<file path="src/dic_pkg.sv">
// Constants for the host-side start-up and country loader of the line
// interface. Assumes one 25 MHz clock and a device register port.
// Notes on behaviour
// - Host writes sample rate first
// - Host waits for PLL lock, 100 us-1 ms
// - Zero to control two powers line side
// - Host then loads country line fields
// - Fields sit in offsets 0x10, 0x11, 0x12
// - European profile: mode 11, limit 1
// - Low-voltage group: dc mode 01 only
// - Australia: onhook speed, ac term, mode 01
// - Poland, Slovenia: mode 10, ringer, threshold
// - South Africa: speed, mode 10, ringer
// - New Zealand: ac term, mode 10
// - Bulgaria group: ac term, mode 11, limit
package dic_pkg;
   // Software register offsets (byte addresses, one word each)
   localparam int        AXI_AW      = 5;
   localparam logic [4:0] OFS_CTRL    = 5'h00;
   localparam logic [4:0] OFS_PROFILE = 5'h04;
   localparam logic [4:0] OFS_SRATE   = 5'h08;
   localparam logic [4:0] OFS_STATUS  = 5'h0C;
   localparam int        CTRL_START  = 0;
   localparam int        CTRL_OFFHK  = 1;
   localparam int        PROF_ACZ    = 3;
   localparam logic [7:0] SRATE_RST   = 8'h00;
   localparam logic [1:0] RESP_OKAY   = 2'h0;
   localparam logic [1:0] RESP_SLVERR = 2'h2;
   // Device register addresses
   localparam logic [7:0] DEV_SRATE   = 8'h07;
   localparam logic [7:0] DEV_CTL2    = 8'h06;
   localparam logic [7:0] DEV_LIC_A   = 8'h10;
   localparam logic [7:0] DEV_LIC_B   = 8'h11;
   localparam logic [7:0] DEV_LIC_C   = 8'h12;
   localparam logic [7:0] CTL2_POWER_UP = 8'h00;
   // Field positions in the line interface registers
   localparam int        F_SPD  = 6;
   localparam int        F_ACZ  = 5;
   localparam int        F_DCM  = 2;
   localparam int        F_RGI  = 1;
   localparam int        F_RTH  = 0;
   localparam int        F_ILM  = 0;
   localparam logic [7:0] VADJ_ZERO = 8'h00;
   // Dc termination mode codes
   localparam logic [1:0] DCM_LOWV  = 2'h0;
   localparam logic [1:0] DCM_JAPAN = 2'h1;
   localparam logic [1:0] DCM_FCC   = 2'h2;
   localparam logic [1:0] DCM_CTR   = 2'h3;
   // Country profile codes
   localparam logic [2:0] PRF_NAM   = 3'h0;
   localparam logic [2:0] PRF_CTR   = 3'h1;
   localparam logic [2:0] PRF_LOWV  = 3'h2;
   localparam logic [2:0] PRF_AUS   = 3'h3;
   localparam logic [2:0] PRF_PLSI  = 3'h4;
   localparam logic [2:0] PRF_ZAF   = 3'h5;
   localparam logic [2:0] PRF_NZL   = 3'h6;
   localparam logic [2:0] PRF_BGR   = 3'h7;
   // Lock wait; the longest figure is waited, rounded up
   localparam int CLK_NS      = 40;
   localparam int LOCK_MIN_NS = 100_000;
   localparam int LOCK_MAX_NS = 1_000_000;
   localparam int LOCK_WAIT_CYC = (LOCK_MAX_NS + CLK_NS - 1) / CLK_NS;
   typedef enum logic [2:0] {
      S_IDLE, S_SRATE, S_LOCK, S_CTL2, S_LIA, S_LIB, S_LIC, S_DONE
   } dic_state_t;
endpackage

</file>
<file path="src/dic_map_if.sv">
// Carries the chosen profile to the country mapper and the three
// line interface bytes back. Assumes both ends share one clock.
interface dic_map_if;
   logic [2:0] profile;
   logic       acz_opt;
   logic [7:0] lic_a;
   logic [7:0] lic_b;
   logic [7:0] lic_c;
   modport mapper (input profile, acz_opt, output lic_a, lic_b, lic_c);
   modport user   (output profile, acz_opt, input lic_a, lic_b, lic_c);
endinterface

</file>
<file path="src/dic_country_map.sv">
// Country profile to line interface byte mapper, purely combinational.
// Assumes the profile is held steady while a load is in progress.
module dic_country_map (
   dic_map_if.mapper m   // Profile in, register bytes out
);
   wire logic       nam_w;
   wire logic       ctr_w;
   wire logic       aus_w;
   wire logic       plsi_w;
   wire logic       zaf_w;
   wire logic       nzl_w;
   wire logic       bgr_w;
   wire logic [1:0] dcm_w;
   wire logic       spd_w;
   wire logic       acz_w;
   wire logic       rgi_w;
   wire logic       rth_w;
   wire logic       ilm_w;

   // Profile decode
   assign nam_w  = (m.profile == dic_pkg::PRF_NAM);
   assign ctr_w  = (m.profile == dic_pkg::PRF_CTR);
   assign aus_w  = (m.profile == dic_pkg::PRF_AUS);
   assign plsi_w = (m.profile == dic_pkg::PRF_PLSI);
   assign zaf_w  = (m.profile == dic_pkg::PRF_ZAF);
   assign nzl_w  = (m.profile == dic_pkg::PRF_NZL);
   assign bgr_w  = (m.profile == dic_pkg::PRF_BGR);

   // Dc termination mode per group; low-voltage group falls through
   assign dcm_w = (nam_w | plsi_w | zaf_w | nzl_w) ?
                     dic_pkg::DCM_FCC :
                  (ctr_w | bgr_w) ? dic_pkg::DCM_CTR :
                  dic_pkg::DCM_JAPAN;

   // Remaining fields; ac term is software choice only for CTR group
   assign spd_w = aus_w | zaf_w;
   assign acz_w = aus_w | nzl_w | bgr_w |
                  (ctr_w & m.acz_opt);
   assign rgi_w = plsi_w | zaf_w;
   assign rth_w = plsi_w;
   assign ilm_w = ctr_w | bgr_w;

   // Byte assembly
   assign m.lic_a = (8'(spd_w) << dic_pkg::F_SPD) |
                    (8'(acz_w) << dic_pkg::F_ACZ) |
                    (8'(dcm_w) << dic_pkg::F_DCM) |
                    (8'(rgi_w) << dic_pkg::F_RGI) |
                    (8'(rth_w) << dic_pkg::F_RTH);
   assign m.lic_b = 8'(ilm_w) << dic_pkg::F_ILM;
   assign m.lic_c = dic_pkg::VADJ_ZERO;
endmodule

</file>
<file path="src/dic_init_ctrl.sv">
// Host-side start-up sequencer and country loader for the line interface,
// with an AXI4-Lite register slave for software.
// Assumes the device takes one register write per strobe cycle.
//
// Design decision made here: the AXI4-Lite interface to the registers.
module dic_init_ctrl #(
   parameter int LOCK_WAIT_CYC = dic_pkg::LOCK_WAIT_CYC
) (
   input  wire logic        CLK_I,          // 25 MHz clock
   input  wire logic        RST_N_I,        // Sync reset, active low
   input  wire logic [4:0]  AWADDR_I,       // Write address
   input  wire logic        AWVALID_I,      // Write address valid
   output      logic        AWREADY_O,      // Write address ready
   input  wire logic [31:0] WDATA_I,        // Write data
   input  wire logic [3:0]  WSTRB_I,        // Write byte strobes
   input  wire logic        WVALID_I,       // Write data valid
   output      logic        WREADY_O,       // Write data ready
   output      logic [1:0]  BRESP_O,        // Write response
   output      logic        BVALID_O,       // Write response valid
   input  wire logic        BREADY_I,       // Write response ready
   input  wire logic [4:0]  ARADDR_I,       // Read address
   input  wire logic        ARVALID_I,      // Read address valid
   output      logic        ARREADY_O,      // Read address ready
   output      logic [31:0] RDATA_O,        // Read data
   output      logic [1:0]  RRESP_O,        // Read response
   output      logic        RVALID_O,       // Read data valid
   input  wire logic        RREADY_I,       // Read data ready
   output      logic        DEV_WR_O,       // Device write strobe
   output      logic [7:0]  DEV_ADDR_O,     // Device register address
   output      logic [7:0]  DEV_WDATA_O,    // Device write data
   output      logic        LINE_READY_O,   // Sequence complete
   output      logic        OFFHOOK_REQ_O   // Gated off-hook request
);
   dic_map_if mif ();

   logic [4:0]  awaddr_q;
   logic [31:0] wdata_q;
   logic [3:0]  wstrb_q;
   logic        awready_q;
   logic        wready_q;
   logic        bvalid_q;
   logic [1:0]  bresp_q;
   logic        arready_q;
   logic        rvalid_q;
   logic [31:0] rdata_q;
   logic [1:0]  rresp_q;
   logic [2:0]  profile_q;
   logic        acz_opt_q;
   logic [7:0]  srate_q;
   logic        offhk_q;
   logic        link_up_q;
   dic_pkg::dic_state_t st_q;
   dic_pkg::dic_state_t st_d;
   logic [14:0] lock_cnt_q;
   logic        dev_wr_q;
   logic [7:0]  dev_addr_q;
   logic [7:0]  dev_wdata_q;
   logic        ready_q;
   logic        offhk_out_q;
   logic [15:0] gap_q;

   wire logic        do_wr;
   wire logic        do_rd;
   wire logic        w_ctrl;
   wire logic        w_prof;
   wire logic        w_srate;
   wire logic        w_stat;
   wire logic        w_map;
   wire logic        r_map;
   wire logic        busy_w;
   wire logic        start_w;
   wire logic        lock_end;
   wire logic        wr_st;
   wire logic [7:0]  addr_w;
   wire logic [7:0]  data_w;
   wire logic [31:0] rd_w;
   wire logic [31:0] status_w;
   wire logic        lia_wr;

   assign mif.profile = profile_q;
   assign mif.acz_opt = acz_opt_q;

   dic_country_map u_map (
      .m (mif.mapper)
   );

   // Write path: both halves captured, then applied once
   assign do_wr   = !awready_q && !wready_q && !bvalid_q;
   assign w_ctrl  = (awaddr_q == dic_pkg::OFS_CTRL);
   assign w_prof  = (awaddr_q == dic_pkg::OFS_PROFILE);
   assign w_srate = (awaddr_q == dic_pkg::OFS_SRATE);
   assign w_stat  = (awaddr_q == dic_pkg::OFS_STATUS);
   assign w_map   = w_ctrl || w_prof || w_srate || w_stat;
   assign busy_w  = (st_q != dic_pkg::S_IDLE) && (st_q != dic_pkg::S_DONE);
   assign start_w = do_wr && w_ctrl && wstrb_q[0] &&
                    wdata_q[dic_pkg::CTRL_START] && !busy_w;

   always_ff @(posedge CLK_I) begin
      if (!RST_N_I) begin
         awready_q <= 1'b1;
         wready_q  <= 1'b1;
         bvalid_q  <= 1'b0;
         bresp_q   <= dic_pkg::RESP_OKAY;
         awaddr_q  <= 5'h00;
         wdata_q   <= 32'h0000_0000;
         wstrb_q   <= 4'h0;
      end else begin
         if (AWVALID_I && awready_q) begin
            awready_q <= 1'b0;
            awaddr_q  <= AWADDR_I;
         end
         if (WVALID_I && wready_q) begin
            wready_q <= 1'b0;
            wdata_q  <= WDATA_I;
            wstrb_q  <= WSTRB_I;
         end
         if (do_wr) begin
            bvalid_q <= 1'b1;
            bresp_q  <= w_map ? dic_pkg::RESP_OKAY : dic_pkg::RESP_SLVERR;
         end else if (bvalid_q && BREADY_I) begin
            bvalid_q  <= 1'b0;
            awready_q <= 1'b1;
            wready_q  <= 1'b1;
         end
      end
   end

   // Software registers; profile and rate frozen while loading
   always_ff @(posedge CLK_I) begin
      if (!RST_N_I) begin
         profile_q <= dic_pkg::PRF_NAM;
         acz_opt_q <= 1'b0;
         srate_q   <= dic_pkg::SRATE_RST;
         offhk_q   <= 1'b0;
      end else if (do_wr && wstrb_q[0]) begin
         if (w_ctrl)
            offhk_q <= wdata_q[dic_pkg::CTRL_OFFHK];
         if (w_prof && !busy_w) begin
            profile_q <= wdata_q[2:0];
            acz_opt_q <= wdata_q[dic_pkg::PROF_ACZ];
         end
         if (w_srate && !busy_w)
            srate_q <= wdata_q[7:0];
      end
   end

   // Read path
   assign do_rd    = ARVALID_I && arready_q;
   assign status_w = {26'h0, link_up_q, 3'(st_q) == 3'h0 ? 1'b0 : 1'b1,
                      ready_q, busy_w, 2'h0} >> 2;
   assign r_map    = (ARADDR_I == dic_pkg::OFS_CTRL) ||
                     (ARADDR_I == dic_pkg::OFS_PROFILE) ||
                     (ARADDR_I == dic_pkg::OFS_SRATE) ||
                     (ARADDR_I == dic_pkg::OFS_STATUS);
   assign rd_w = (ARADDR_I == dic_pkg::OFS_CTRL) ?
                    32'(offhk_q) << dic_pkg::CTRL_OFFHK :
                 (ARADDR_I == dic_pkg::OFS_PROFILE) ?
                    {28'h0, acz_opt_q, profile_q} :
                 (ARADDR_I == dic_pkg::OFS_SRATE) ? {24'h0, srate_q} :
                 (ARADDR_I == dic_pkg::OFS_STATUS) ? status_w :
                 32'h0000_0000;

   always_ff @(posedge CLK_I) begin
      if (!RST_N_I) begin
         arready_q <= 1'b1;
         rvalid_q  <= 1'b0;
         rdata_q   <= 32'h0000_0000;
         rresp_q   <= dic_pkg::RESP_OKAY;
      end else if (do_rd) begin
         arready_q <= 1'b0;
         rvalid_q  <= 1'b1;
         rdata_q   <= rd_w;
         rresp_q   <= r_map ? dic_pkg::RESP_OKAY : dic_pkg::RESP_SLVERR;
      end else if (rvalid_q && RREADY_I) begin
         arready_q <= 1'b1;
         rvalid_q  <= 1'b0;
      end
   end

   // Start-up sequence; nothing is written to the device before start
   assign lock_end = (lock_cnt_q == 15'(LOCK_WAIT_CYC - 1));
   always_comb begin
      st_d = st_q;
      case (st_q)
         dic_pkg::S_IDLE,
         dic_pkg::S_DONE: if (start_w) st_d = dic_pkg::S_SRATE;
         dic_pkg::S_SRATE: st_d = dic_pkg::S_LOCK;
         dic_pkg::S_LOCK: if (lock_end) st_d = dic_pkg::S_CTL2;
         dic_pkg::S_CTL2: st_d = dic_pkg::S_LIA;
         dic_pkg::S_LIA: st_d = dic_pkg::S_LIB;
         dic_pkg::S_LIB: st_d = dic_pkg::S_LIC;
         dic_pkg::S_LIC: st_d = dic_pkg::S_DONE;
         default: st_d = dic_pkg::S_IDLE;
      endcase
   end

   // Lock timer counts only while waiting
   always_ff @(posedge CLK_I) begin
      if (!RST_N_I)
         lock_cnt_q <= 15'h0000;
      else if (st_q == dic_pkg::S_LOCK)
         lock_cnt_q <= lock_cnt_q + 15'h0001;
      else
         lock_cnt_q <= 15'h0000;
   end

   // Device write selection, one register per write state
   assign wr_st  = (st_q == dic_pkg::S_SRATE) || (st_q == dic_pkg::S_CTL2) ||
                   (st_q == dic_pkg::S_LIA) || (st_q == dic_pkg::S_LIB) ||
                   (st_q == dic_pkg::S_LIC);
   assign addr_w = (st_q == dic_pkg::S_SRATE) ? dic_pkg::DEV_SRATE :
                   (st_q == dic_pkg::S_CTL2)  ? dic_pkg::DEV_CTL2 :
                   (st_q == dic_pkg::S_LIA)   ? dic_pkg::DEV_LIC_A :
                   (st_q == dic_pkg::S_LIB)   ? dic_pkg::DEV_LIC_B :
                   dic_pkg::DEV_LIC_C;
   assign data_w = (st_q == dic_pkg::S_SRATE) ? srate_q :
                   (st_q == dic_pkg::S_CTL2)  ? dic_pkg::CTL2_POWER_UP :
                   (st_q == dic_pkg::S_LIA)   ? mif.lic_a :
                   (st_q == dic_pkg::S_LIB)   ? mif.lic_b :
                   mif.lic_c;

   // Registered outputs; off-hook held back until the load is done
   always_ff @(posedge CLK_I) begin
      if (!RST_N_I) begin
         st_q        <= dic_pkg::S_IDLE;
         dev_wr_q    <= 1'b0;
         dev_addr_q  <= 8'h00;
         dev_wdata_q <= 8'h00;
         ready_q     <= 1'b0;
         offhk_out_q <= 1'b0;
         link_up_q   <= 1'b0;
      end else begin
         st_q        <= st_d;
         dev_wr_q    <= wr_st;
         dev_addr_q  <= wr_st ? addr_w : dev_addr_q;
         dev_wdata_q <= wr_st ? data_w : dev_wdata_q;
         ready_q     <= (st_q == dic_pkg::S_DONE);
         offhk_out_q <= offhk_q && (st_q == dic_pkg::S_DONE);
         if (st_q == dic_pkg::S_CTL2)
            link_up_q <= 1'b1;
      end
   end

   assign AWREADY_O     = awready_q;
   assign WREADY_O      = wready_q;
   assign BVALID_O      = bvalid_q;
   assign BRESP_O       = bresp_q;
   assign ARREADY_O     = arready_q;
   assign RVALID_O      = rvalid_q;
   assign RDATA_O       = rdata_q;
   assign RRESP_O       = rresp_q;
   assign DEV_WR_O      = dev_wr_q;
   assign DEV_ADDR_O    = dev_addr_q;
   assign DEV_WDATA_O   = dev_wdata_q;
   assign LINE_READY_O  = ready_q;
   assign OFFHOOK_REQ_O = offhk_out_q;

   // Cycles since the last sample rate write, for the lock check only
   always_ff @(posedge CLK_I) begin
      if (!RST_N_I)
         gap_q <= 16'h0000;
      else if (DEV_WR_O && DEV_ADDR_O == dic_pkg::DEV_SRATE)
         gap_q <= 16'h0000;
      else if (gap_q != 16'hFFFF)
         gap_q <= gap_q + 16'h0001;
   end

   // First line byte strobe, shared by the country checks
   assign lia_wr = DEV_WR_O && (DEV_ADDR_O == dic_pkg::DEV_LIC_A);
endmodule

</file>
<file path="config.mk">
export PLATFORM = sky130hd
export DESIGN_NAME = dic_init_ctrl
export DESIGN_NICKNAME = d
export VERILOG_FILES = /design/src/dic_pkg.sv /design/src/dic_map_if.sv /design/src/dic_country_map.sv /design/src/dic_init_ctrl.sv
export SDC_FILE = /design/constraint.sdc
export NUM_CORES = 1
export LEC_CHECK = 0
export BUFFER_PORTS_ARGS = -buffer_cell sky130_fd_sc_hd__buf_2
export CORE_MARGIN = 3
export CORE_UTILIZATION = 45
export CTS_BUF_LIST = sky130_fd_sc_hd__clkbuf_16
export DETAILED_ROUTE_END_ITERATION = 8
export HOLD_SLACK_MARGIN = 0.02
export PLACE_DENSITY_LB_ADDON = 0.2
export REMOVE_ABC_BUFFERS = 1
export SYNTH_ARGS = -nofsm -noshare
export SYNTH_HDL_FRONTEND = slang
export SYNTH_SLANG_ARGS = --single-unit
export TNS_END_PERCENT = 50
</file>
<file path="constraint.sdc">
create_clock -name CLK_I -period 1.6 [get_ports CLK_I]
set_clock_uncertainty 0.15 [all_clocks]
set_input_delay 0.24 -clock CLK_I [delete_from_list [all_inputs] [get_ports CLK_I]]
set_output_delay 0.24 -clock CLK_I [all_outputs]
set_load 0.05 [all_outputs]
</file>
---- After elaboration in Yosys (flattened, before gate mapping) ----
Index checks and enable logic that the tools add are counted.
storage, ports and cells
  bits in writable memories ............... 0
  input port bits ......................... 53
  memory bits (read-only) ................. 0
  latch bits .............................. 0
  memories ................................ 0
  word-level logic and storage cells ...... 136
  bits in registers ....................... 106
operators by class
  magnitude comparators ................... 0
  reductions and logical operators ........ 43
  shift operators ......................... 0
  equal/unequal tests ..................... 23
  divide/modulo/power cells ............... 0
  multipliers ............................. 0
  bitwise gates (word level) .............. 14
  muxes and demuxes ....................... 32
  add/sub/neg operators ................... 1
operator list
  kind                                                                   number
  8-bit 2-to-1 mux                                                       6
  3-bit equality test, second input constant                             8
  3-bit case mux with 7 select lines                                     1
  5-bit by 4-bit equality test with 1-bit output, second input constant  4
  1-bit logical AND                                                      16
  15-bit by 1-bit adder with 15-bit output, second input constant        1
  15-bit equality test, second input constant                            1
  1-bit 2-to-1 mux                                                       14
  2-bit 2-to-1 mux                                                       6
  5-bit by 3-bit equality test with 1-bit output, second input constant  2
  5-bit logical NOT                                                      2
  1-bit logical OR                                                       10
  5-bit 2-to-1 mux                                                       2
  2-bit AND reduction                                                    5
  3-bit by 2-bit equality test with 1-bit output, second input constant  3
  1-bit OR                                                               9
  8-bit by 1-bit OR with 8-bit output                                    1
  8-bit by 2-bit OR with 8-bit output                                    1
  8-bit by 4-bit OR with 8-bit output                                    1
  7-bit by 6-bit OR with 7-bit output                                    1
  3-bit by 1-bit equality test with 1-bit output, second input constant  2
  3-bit logical NOT                                                      2
  3-bit 2-to-1 mux                                                       2
  1-bit logical NOT                                                      4
  other kinds (7)                                                        9

---- Logic depth before layout (Yosys ltp) ----
Gate-level depths: netlist (run 1).
  depth after elaboration ................. 11
  gate-level depth with buffers ........... 5

---- Hierarchy ----
Synthesis (run 1) repeated with hierarchy kept, for this count alone.
unflattened totals
  cell total of the unflattened synthesis .. 442
  area, all modules ....................... 3744.8 um^2
by module, submodules not included
  module           cells an instance  instances  area each (um^2)  sequential area each (um^2)
  dic_init_ctrl    410                1          3507.1            1521.5
  dic_country_map  32                 1          237.7             0.0

---- Worst setup path before layout (run 1) ----
OpenSTA, ideal clock, no wires.
  path type ............................... register -> register
  start point ............................. register awready_q (netlist: AWREADY_O)
  end point ............................... register acz_opt_q
  cell stages (with the launch flop) ...... 6
  path buffers ............................ 1
  data arrival time ....................... 1.542 ns
  setup time .............................. 0.128 ns
  data required time ...................... 1.322 ns
  setup slack ............................. -0.219 ns
  path through ............................ dfxtp_1 -> buf_2 -> nor4b_4 -> o2111a_2 -> mux2i_1 -> nor2_1
on the way
  word-level cells in the longest chain between the ends .. 5
ends and longest elaborated chain
  item                                  line                  source
  start, declared                       dic_init_ctrl.sv:39   logic awready_q;
  start signal, assigned                dic_init_ctrl.sv:100  awready_q <= 1'b1;
  start signal, assigned                dic_init_ctrl.sv:109  awready_q <= 1'b0;
  start signal, assigned                dic_init_ctrl.sv:122  awready_q <= 1'b1;
  1-bit logical NOT                     dic_init_ctrl.sv:88   assign do_wr = !awready_q && !wready_q && !bvalid_q;
  1-bit logical AND (2 in series)       dic_init_ctrl.sv:88
  1-bit logical AND                     dic_init_ctrl.sv:135  end else if (do_wr && wstrb_q[0]) begin
  2-bit AND reduction (no source line)  --
  end signal, assigned                  dic_init_ctrl.sv:140  acz_opt_q <= wdata_q[dic_pkg::PROF_ACZ];
  end, declared                         dic_init_ctrl.sv:48   logic acz_opt_q;
No other way between the ends.
A chain may end at the register's enable or synchronous reset.

---- Worst setup path in the final report (run 1) ----
  start point ............................. register bvalid_q (netlist: BVALID_O)
  end point ............................... register srate_q[7]
on the way
  word-level cells in the longest chain between the ends .. 4
ends and longest elaborated chain
  item                                  line                  source
  start, declared                       dic_init_ctrl.sv:41   logic bvalid_q;
  start signal, assigned                dic_init_ctrl.sv:102  bvalid_q <= 1'b0;
  start signal, assigned                dic_init_ctrl.sv:118  bvalid_q <= 1'b1;
  start signal, assigned                dic_init_ctrl.sv:121  bvalid_q <= 1'b0;
  1-bit logical NOT                     dic_init_ctrl.sv:88
  1-bit logical AND                     dic_init_ctrl.sv:88
  1-bit logical AND                     dic_init_ctrl.sv:135
  2-bit AND reduction (no source line)  --
  end signal, assigned                  dic_init_ctrl.sv:133  srate_q <= dic_pkg::SRATE_RST;
  end signal, assigned                  dic_init_ctrl.sv:143  srate_q <= wdata_q[7:0];
  end, declared                         dic_init_ctrl.sv:49   logic [7:0] srate_q;
No other way between the ends.

==> results.md, run 1 <==
* Most common cell after layout, fill and taps aside: dfxtp_1
* Largest stage delay, worst path at 0.33 ns
* Overall routing resource usage at 17.49%
* Crit-path cells: nor4b_4 > buf_4 > o2111ai_4 > buf_12 > mux2i_2 > nor2_1
* R2r setup slk at -0.01 ns
* Internal power at 3.437 mW
* Clock network fraction of total power at 40.8%
* Worst EP arrival at 1.68 ns
* Met1 usage at 23.79%
* Sink Count at 76
* Final period util at 100.9%
* H-tree levels at 3
* Final worst slack at -0.01385 ns
* Post-synthesis compound-gate area fraction at 15.95%
* Critical path buffers and inverters at 2
* Die ar. at 0.008625 mm^2
* Ranking of synthesized cells by area: dfxtp_1, buf_4, a21oi_1, nor2_1, nand3_1
* RePlAce Congestion at 0.8318
* Drt wl/cell at 12.86 um
* Top cell type by total area after synthesis: dfxtp_1
* Worst-path fanout max at 8
* Met2 Use GR at 27.53%
* Diode count at 0
* Slew @ Worst Pin at 0.5198 ns
* Global Route met3 Usage at 3.981%
* Core Rows at 31
* Most frequent cells in the layout: dfxtp_1, buf_2, nor2_1
* Final Hold Vio Count at 0
* Number of global-route vias before repair at 2,624
* IO Port Bufs at 55
* Post-Syn Area at 0.003396 mm^2
* Switching pwr at 1.451 mW
* PD cells at 1130 mW/mm^2
* CORE AREA at 0.007292 mm^2
* Post-synth EDFFs at 0
* Sw Share at 29.68%
* CP max-delay cell: dfxtp_2
* Multiplexer area fraction after synthesis at 4.827%
* CTS tree: done
* Cts bufs inserted at 9
* Primary FF master, synth: dfxtp_1
* Total number of vias at 2,935
* Hold Path Class: input port to flop
* CTS max path bufs at 2
* VDD IR max at 453.5 uV
* Post-DP HPWL at 5.244 mm
* Worst-path clk slew at 0.06 ns
* Ys Warns at 0
* Share of layout cells above drive strength 1 at 26.51%
* Slew Limit Headroom at 65.09%
* Synth Area per Inst at 8.797 um^2
* Largest net degree at the start of global routing at 41
* First-pass GRT wire length at 12.23 mm
* Nets at 528
* Worst-Skew Late Latency at 0.33 ns
* Area fraction of the dominant cell type after synthesis at 44.80%
* Die X at 92.87 um
* Final Core Density at 59.30%
* Crit end category: flop
* Status: finished, violations left
* Critical Path RT at 1.67 ns
* Seq pwr share at 41.6%
* FMAX at 619.6 MHz
* Top Ports at 113
* 1st-iter DRT viols at 93
* Starting density of the core at 46.57%
* Antenna Nets Post-Route at 0
* Die height at 92.87 um
* Final setup viols at 1
* Worst setup SP type: flop
* Slew Limit Fails at 0
* Static Leak at 1.798 nW
* Antenna violations before repair at 0
* Fillers at 675
* Clock Tree Root: clkbuf_16
* GRT overflow at 0
* RSZ-0062 raised after global routing: yes
* Yosys cell types at 54
* Crit path max-delay family: simple AND/OR/NAND/NOR gates
* Detailed-route DRC error count at 0
* Main combinational cell family by area after synthesis: simple AND/OR/NAND/NOR gates
* Tot Pwr at 4.888 mW
* Comb pwr share at 17.7%
* Xor and xnor area share after synthesis at 2.837%
* Area grow syn2layout at 27.34%
* WL final at 7.433 mm
* DR pass1 iterations at 4
* Maxcap violations at 0
* Post-synthesis adder-cell area fraction at 0.3685%
* Setup Crit Path Kind: flop to flop
* Setup WS pre-CTS at 0.004990 ns
* Cells after synthesis at 386
* Post-layout min period at 1.614 ns
* Yosys reg bits at 76
* Post-synthesis sequential area ratio at 44.80%
* Vias/cell at 5.078
* Synth Area in Simple Gates at 20.97%
* Top Usage Layer GRT: met2
* Failing checks: setup timing
* Post-synth ARST share at 0%
per-layer routing:
layer | wire length, um | vias to the layer above
met2 | 3375 | 86
met4 | 70 | 0
li1 | - | 1478
met1 | 3565 | 1365
met5 | 0 | -
met3 | 422 | 6
cells in the mapped netlist, drive strengths merged (2+ instances only):
cell type,instances
o2bb2ai,2
nor3,6
xnor2,4
a22oi,3
nor2,45
nor4,4
xor2,7
nand2,29
dfxtp,76
nand3,30
a21o,3
a31oi,3
a21oi,34
inv,9
nor2b,3
or3,4
a32oi,7
clkinv,2
nand2b,2
a211oi,2
and2,4
buf,38
o21ai,21
mux2i,13
nand4,4
a221oi,2
and4,2
nor4b,2
clkbuf,8
worst paths after layout:
kind | depth (start not counted) | from | endpoint
worst min register to register | 2 | wstrb_q[0]$_SDFFE_PN0P_ | wstrb_q[0]$_SDFFE_PN0P_
worst min-delay path | 2 | RST_N_I | ARREADY_O$_SDFFE_PN1P_
worst max register to register | 6 | BVALID_O$_SDFFE_PN0P_ | srate_q[7]$_SDFFE_PN0P_
worst max-delay path | 6 | BVALID_O$_SDFFE_PN0P_ | srate_q[7]$_SDFFE_PN0P_
through the flow:
stage          area [um^2]  instances  hold WS, ns  setup TNS, ns
2_1_floorplan         3202        369       0.1662         -7.455
3_3_place_gp          3849        551       0.2958              0
3_5_place_dp          3849        551       0.3000              0
4_1_cts               4277        578      0.02078      -0.008697
5_1_grt               4324        578      0.03928        -0.7574
6_report              4324        578      0.02434       -0.01385
registers in the layout (all words and copies together), names as in the netlist, 4 cells and up:
register	cells
DEV_ADDR_O	4
lock_cnt_q	15
srate_q	8
awaddr_q	5
wdata_q	8
DEV_WDATA_O	8
RDATA_O	8
worst register-to-register path: cells and delay by family, from the launching register on:
family	cells	cell delay, ns
mux	1	0.16
compound gates	1	0.13
flops	1	0.33
buf+inv	2	0.36
simple gates	2	0.39
power groups by stage:
stage                     Combinational [mW]  Sequential [mW]  Clock [mW]
after global placement                 0.815             2.06           0
after floorplan                        0.386             2.25           0
after detailed placement               0.821             2.07           0
after CTS                              0.845             2.03        2.04
after global routing                   0.932             2.04        2.10
final                                  0.863             2.03        1.99
cells by family (layout without fill, tap and decap cells):
kind of cell,Yosys count,count (layout)
other,1,30
adder cells (fa/ha/maj),1,1
buffers and inverters,57,121
XOR/XNOR,11,11
flip-flops,76,76
AO/OA/AOI/OAI,85,85
AND/OR/NAND/NOR,140,140
multiplexers,15,15
repair_timing:
item / in CTS / in global routing
hold buffers: 10 / 0
resized for setup: 5 / 15
pin swaps: 3 / 8
endpoints found under the setup margin: 4 / 21
buffers inserted: 1 / 0
hold endpoints to repair: 10 / 0
final cells by class:
type,count,area [um^2],share of cell area [%]
Inverter,11,46.29,1.071
Timing Repair Buffer,94,633.1,14.64
Sequential cell,76,1530,35.39
Clock inverter,7,75.07,1.736
Clock buffer,9,225.2,5.208
Tap cell,99,123.9,2.865
Multi-Input combinational cell,282,1690,39.09
(Power assumes the default switching activity.)
==> run 2: changes to the inputs <==
--- a/config.mk
+++ b/config.mk
@@ -6,7 +6,7 @@
 export NUM_CORES = 1
 export LEC_CHECK = 0
 export BUFFER_PORTS_ARGS = -buffer_cell sky130_fd_sc_hd__buf_2
-export CORE_MARGIN = 3
+export CORE_MARGIN = 4
 export CORE_UTILIZATION = 45
 export CTS_BUF_LIST = sky130_fd_sc_hd__clkbuf_16
 export DETAILED_ROUTE_END_ITERATION = 8
==> run 2 against run 1 <==
  * The run now ends clean
  * Global-route usage down 0.50 points
  * Sequential cell count unchanged
  * Utilization down 2.2 points
==> results.md, run 2 (synthesis results as in run 1) <==
* Critical Path RT at 1.67 ns (about the same)
* Hold Path Class: input port to flop
* Final Hold Vio Count at 0 (unchanged)
* IO Port Bufs at 55 (unchanged)
* CP max-delay cell: nor4b_1
* Largest net degree at the start of global routing at 38 (-7.3%)
* Detailed-route DRC error count at 0 (unchanged)
* Number of global-route vias before repair at 2,631 (+0.27%)
* RePlAce Congestion at 0.8427 (+1.3%)
* Drt wl/cell at 13.22 um (+2.8%)
* 1st-iter DRT viols at 135 (+45%)
* VDD IR max at 731.6 uV (+61%)
* Share of layout cells above drive strength 1 at 23.99% (-2.5 points)
* Hold slack at 0.02449 ns (+0.0001473 ns)
* Hold Path Cell Cnt at 3 (+1)
* Die height at 94.87 um (+2.2%)
* GRT overflow at 0 (unchanged)
* Slew Limit Fails at 0 (unchanged)
* Postcts setup bufs at 0 (-1)
* Final TNS setup at 0 ns (+0.01385 ns)
* Antenna Nets Post-Route at 0 (unchanged)
* Largest Register: lock_cnt_q
* CTS tree: done
* Most frequent cells in the layout: dfxtp_1, buf_2, nor2_1
* PD cells at 1113 mW/mm^2 (-1.5%)
* Die ar. at 0.009000 mm^2 (+4.4%)
* Static Leak at 1.761 nW (-2.1%)
* Worst EP arrival at 1.66 ns (-0.02 ns)
* Crit path launch: awaddr_q[4]$_SDFFE_PN0P_
* Largest stage delay, worst path at 0.39 ns (+0.06 ns)
* H-tree levels at 3 (unchanged)
* Worst setup SP type: flop
* Starting density of the core at 46.57% (unchanged)
* Setup WS pre-CTS at -0.06414 ns (-0.06913 ns)
* Clock Tree Root: clkbuf_16
* DP Area at 0.003829 mm^2 (-0.52%)
* Nets at 520 (-1.5%)
* Crit end category: flop
* Maxcap violations at 0 (unchanged)
* Total number of vias at 2,891 (-1.5%)
* Final setup viols at 0 (-1)
* WL final at 7.534 mm (+1.4%)
* R2R Path Start: awaddr_q[4]$_SDFFE_PN0P_
* First-pass GRT wire length at 12.10 mm (-1.1%)
* Diode count at 0 (unchanged)
* Slew Limit Headroom at 64.15% (-0.93 points)
* Placed insts at 550 (-0.18%)
* Flip-flop count of the largest register after layout at 15 (unchanged)
* Top Usage Layer GRT: met2
* CTS max path bufs at 2 (unchanged)
* Met1 usage at 22.78% (-1.0 points)
* Post-Layout Cell Count at 570 (-1.4%)
* Worst-path clk slew at 0.06 ns (about the same)
* DR pass1 iterations at 5 (+1)
* RSZ-0062 raised after global routing: yes
* R2r setup slk at 0.001 ns (about the same)
* Sink Count at 76 (unchanged)
* Met2 Use GR at 27.07% (-0.46 points)
* Antenna violations before repair at 0 (unchanged)
* Final instance area at 0.004167 mm^2 (-3.6%)
* Slew @ Worst Pin at 0.5337 ns (+0.01390 ns)
* Status: finished clean
* CORE AREA at 0.007292 mm^2 (unchanged)
* Post-layout min period at 1.599 ns (-0.01481 ns)
* Global Route met3 Usage at 3.665% (-0.32 points)
* Final Core Density at 57.14% (-2.2 points)
* Final worst slack at 0.0009608 ns (+0.01481 ns)
* Area grow syn2layout at 22.70%
* FMAX at 625.4 MHz (+0.93%)
* Worst-path fanout max at 4 (-4)
* Vias/cell at 5.072 (-0.12%)
* Fillers at 675 (unchanged)
* Worst Reg-to-Reg Cells at 4 (-2)
* Die X at 94.87 um (+2.2%)
* Hold wc startpoint: BREADY_I
* Tot Pwr at 4.639 mW (-5.1%)
* Overall routing resource usage at 16.99% (-0.50 points)
* Crit-path cells: nor4b_1 > o2111a_2 > mux2i_1 > nor2_1
* Core Rows at 31 (unchanged)
* Top Ports at 113 (unchanged)
* Worst-Skew Late Latency at 0.32 ns (about the same)
* Final period util at 99.94% (-0.93 points)
* Post-DP HPWL at 5.459 mm (+4.1%)
* Most common cell after layout, fill and taps aside: dfxtp_1
* Setup Crit Path Kind: flop to flop
* Cts bufs inserted at 9 (unchanged)
run 2: cell type report:
cell class | count | area (um^2) | area share, %
Timing Repair Buffer | 86 | 545.5 | 13.09
Clock buffer | 9 | 225.2 | 5.405
Sequential cell | 76 | 1528 | 36.67
Clock inverter | 7 | 35.03 | 0.8408
Tap cell | 99 | 123.9 | 2.973
Multi-Input combinational cell | 282 | 1667 | 40.00
Inverter | 11 | 42.54 | 1.021
run 2: power by group:
| group | total (mW) | internal [mW] | switching (mW) |
|---|---|---|---|
| sequential | 2.03 | 1.97 | 0.0567 |
| combinational | 0.841 | 0.235 | 0.606 |
| clock | 1.77 | 1.03 | 0.740 |
| total | 4.64 | 3.24 | 1.40 |
run 2: path summary, 6_finish.rpt:
check | end
min | AWREADY_O$_SDFF_PN1_
max | mif.profile[0]$_SDFFE_PN0P_
min reg2reg | wdata_q[5]$_SDFFE_PN0P_
max reg2reg | mif.profile[0]$_SDFFE_PN0P_
run 2: worst max-delay path, delay by kind of cell, from the launching register on:
family,cells,cell delay (ns)
mux,1,0.21
compound gates,1,0.35
flops,1,0.35
simple gates,2,0.44
run 2: metal layers:
layer  share of wire, %  vias up
li1                   -     1477
met1                 47     1304
met2                 46      102
met3                6.5        8
met4                1.0        0
met5                  0        -
run 2: repair_timing:
action                                  4_1_cts  5_1_grt
pin swaps                                     3        4
hold buffers                                  4        0
endpoints found under the hold margin         4        0
resized for setup                             5        6
endpoints found under the setup margin       29       19
==> run 3: changes to the inputs <==
--- a/config.mk
+++ b/config.mk
@@ -6,8 +6,10 @@
 export NUM_CORES = 1
 export LEC_CHECK = 0
 export BUFFER_PORTS_ARGS = -buffer_cell sky130_fd_sc_hd__buf_2
+export CELL_PAD_IN_SITES_DETAIL_PLACEMENT = 1
+export CELL_PAD_IN_SITES_GLOBAL_PLACEMENT = 1
 export CORE_MARGIN = 4
-export CORE_UTILIZATION = 45
+export CORE_UTILIZATION = 33
 export CTS_BUF_LIST = sky130_fd_sc_hd__clkbuf_16
 export DETAILED_ROUTE_END_ITERATION = 8
 export HOLD_SLACK_MARGIN = 0.02
==> run 3 against run 2 <==
  * Design area is 4.9% higher
  * Global-route usage is 2.0 points lower
  * Clock power is 3% higher
  * Sequential power hardly changed
  * Power is 2.3% higher
  * Worst hold slack worse by 0.00060 ns
  * Critical path depth is 1 higher
  * Sequential share of layout area is 1.7 points lower
  * Sequential cell count stayed put
  * Critical path type unchanged
  * Highest routed layer unchanged
==> results.md, run 3 (synthesis results as in run 1) <==
* Status: finished clean
* Final Core Density at 44.09% (-13 points)
* CP max-delay cell: dfxtp_2
* Maxcap violations at 0 (unchanged)
* Drt wl/cell at 14.19 um (+7.3%)
* Largest stage delay, worst path at 0.34 ns (-0.05 ns)
* Final Hold Vio Count at 0 (unchanged)
* Top Ports at 113 (unchanged)
* Antenna violations before repair at 0 (unchanged)
* VDD IR max at 417.7 uV (-43%)
* Die height at 109.4 um (+15%)
* WHS Endpoint: AWREADY_O$_SDFF_PN1_
* Nets at 534 (+2.7%)
* Hold Path Class: input port to flop
* Storage element area at 0.001526 mm^2 (about the same)
* GRT overflow at 0 (unchanged)
* Worst setup SP type: flop
* Crit end category: flop
* RePlAce Congestion at 0.8213 (-2.5%)
* Number of global-route vias before repair at 2,901 (+10%)
* Core Rows at 36 (+16%)
* Crit-path cells: nor4b_4 > buf_4 > o2111ai_4 > mux2i_1 > nor2_1
* Most common cell after layout, fill and taps aside: dfxtp_1
* Die X at 109.4 um (+15%)
* CTS max path bufs at 2 (unchanged)
* Worst-path fanout max at 8 (+4)
* Final setup viols at 0 (unchanged)
* CTS tree: done
* Worst Reg-to-Reg Cells at 5 (+1)
* Placed insts at 587 (+6.7%)
* FMAX at 630.0 MHz (+0.73%)
* Slew Limit Headroom at 63.66% (-0.49 points)
* Total number of vias at 2,982 (+3.1%)
* Critical Path RT at 1.68 ns (about the same)
* Vias/cell at 4.825 (-4.9%)
* Worst-path clk slew at 0.06 ns (about the same)
* WL final at 8.768 mm (+16%)
* Overall routing resource usage at 14.97% (-2.0 points)
* First-pass GRT wire length at 13.99 mm (+16%)
* Hold Path Cell Cnt at 2 (-1)
* H-tree levels at 3 (unchanged)
* Share of layout cells above drive strength 1 at 25.77% (+1.8 points)
* Setup Crit Path Kind: flop to flop
* IO Port Bufs at 55 (unchanged)
* Final period util at 99.21% (-0.73 points)
* Final TNS setup at 0 ns (unchanged)
* RSZ-0062 raised after global routing: yes
* Diode count at 0 (unchanged)
* 1st-iter DRT viols at 140 (+3.7%)
* Most frequent cells in the layout: dfxtp_1, buf_2, nor2_1
* Fillers at 1,196 (+77%)
* CORE AREA at 0.009910 mm^2 (+36%)
* Worst-Skew Late Latency at 0.34 ns (+0.02 ns)
* Post-Layout Cell Count at 618 (+8.4%)
* Post-layout min period at 1.587 ns (-0.01164 ns)
* Detailed-route DRC error count at 0 (unchanged)
* Die ar. at 0.01198 mm^2 (+33%)
* Sink Count at 76 (unchanged)
* PD cells at 1086 mW/mm^2 (-2.5%)
* Slew @ Worst Pin at 0.5410 ns (+0.007312 ns)
* Static Leak at 1.812 nW (+2.9%)
* DR pass1 iterations at 4 (-1)
* Worst EP arrival at 1.67 ns (about the same)
* Largest net degree at the start of global routing at 35 (-7.9%)
* Multi-input logic area at 0.001689 mm^2 (+1.4%)
* R2R Path Start: AWREADY_O$_SDFF_PN1_
* Starting density of the core at 34.27% (-12 points)
* Post-DP HPWL at 6.406 mm (+17%)
* Area grow syn2layout at 28.67%
* Clock Tree Root: clkbuf_16
* Slew Limit Fails at 0 (unchanged)
* R2r setup slk at 0.01 ns (about the same)
* Cts bufs inserted at 9 (unchanged)
* Antenna Nets Post-Route at 0 (unchanged)
* Largest Register: lock_cnt_q
* Hold wc startpoint: AWVALID_I
* Reg2reg end: srate_q[0]$_SDFFE_PN0P_
* Flip-flop count of the largest register after layout at 15 (unchanged)
## run 3: cell count changes in the layout (fill, tap and decap cells not counted), sizes merged
| cell | before | now |
|---|---|---|
| buf | 81 | 86 |
| clkbuf | 10 | 9 |
| clkinv | 8 | 5 |
| clkinvlp | 0 | 4 |
| dlygate4sd3 | 4 | 14 |
| inv | 10 | 9 |
## run 3: layout make-up
class | instances | share of cell area (%)
clock inverters | 7 | 1.002
flip-flops and latches | 76 | 34.94
multi-input cells | 282 | 38.66
repair buffers | 100 | 15.46
clock buffers | 9 | 5.155
inverters | 11 | 0.9737
well taps | 133 | 3.809
## run 3: critical path, delay by kind of cell, from the launching register on
family,cells,cell delay (ns)
multiplexers,1,0.24
flip-flops,1,0.34
buffers and inverters,1,0.17
AO/OA/AOI/OAI,1,0.25
AND/OR/NAND/NOR,2,0.32
## run 3: timing repair
item                                   in CTS  in global routing
setup buffers                               1                  0
endpoints found under the hold margin      13                  1
hold buffers                               13                  1
resized for setup                           5                 11
pin swaps                                   2                  3
setup endpoints to repair                  36                 26
## run 3: worst max path at each step
stage / from / to / slack (ns) / depth (start not counted)
final: AWREADY_O$_SDFF_PN1_ / srate_q[0]$_SDFFE_PN0P_ / 0.01 / 5
after detailed placement: awaddr_q[4]$_SDFFE_PN0P_ / st_q[1]$_SDFFE_PN0P_ / -0.09 / 4
after CTS: lock_cnt_q[0]$_SDFF_PN0_ / st_q[0]$_SDFFE_PN0P_ / 0.0003 / 5
after global placement: st_q[2]$_SDFFE_PN0P_ / lock_cnt_q[9]$_SDFF_PN0_ / -0.03 / 5
after global routing: AWREADY_O$_SDFF_PN1_ / srate_q[6]$_SDFFE_PN0P_ / -0.11 / 5
after floorplan: st_q[2]$_SDFFE_PN0P_ / acz_opt_q$_SDFFE_PN0P_ / -0.28 / 4
## run 3: stage by stage
| step | setup slack [ns] | hold WS (ns) | power (mW) | area (um^2) |
|---|---|---|---|---|
| 2_1_floorplan | -0.2800 | 0.1662 | 2.636 | 3202 |
| 3_3_place_gp | -0.03086 | 0.2973 | 2.899 | 3894 |
| 3_5_place_dp | -0.09421 | 0.3039 | 2.915 | 3894 |
| 4_1_cts | 0.0003300 | 0.02078 | 4.803 | 4322 |
| 5_1_grt | -0.1145 | 0.04385 | 4.964 | 4369 |
| 6_report | 0.01260 | 0.02389 | 4.745 | 4369 |
## run 3: per-layer routing
| layer | GRT usage [%] | part of all wire, % |
|---|---|---|
| met1 | 19.66 | 48 |
| met2 | 23.54 | 46 |
| met3 | 2.819 | 4.2 |
| met4 | 7.391 | 1.8 |
| met5 | 0 | 0 |
## run 3: where the power goes
part           total [mW]  internal (mW)  switching (mW)
logic               0.883          0.259           0.624
registers            2.03           1.97          0.0576
clock network        1.83           1.04           0.793
total                4.74           3.27            1.48
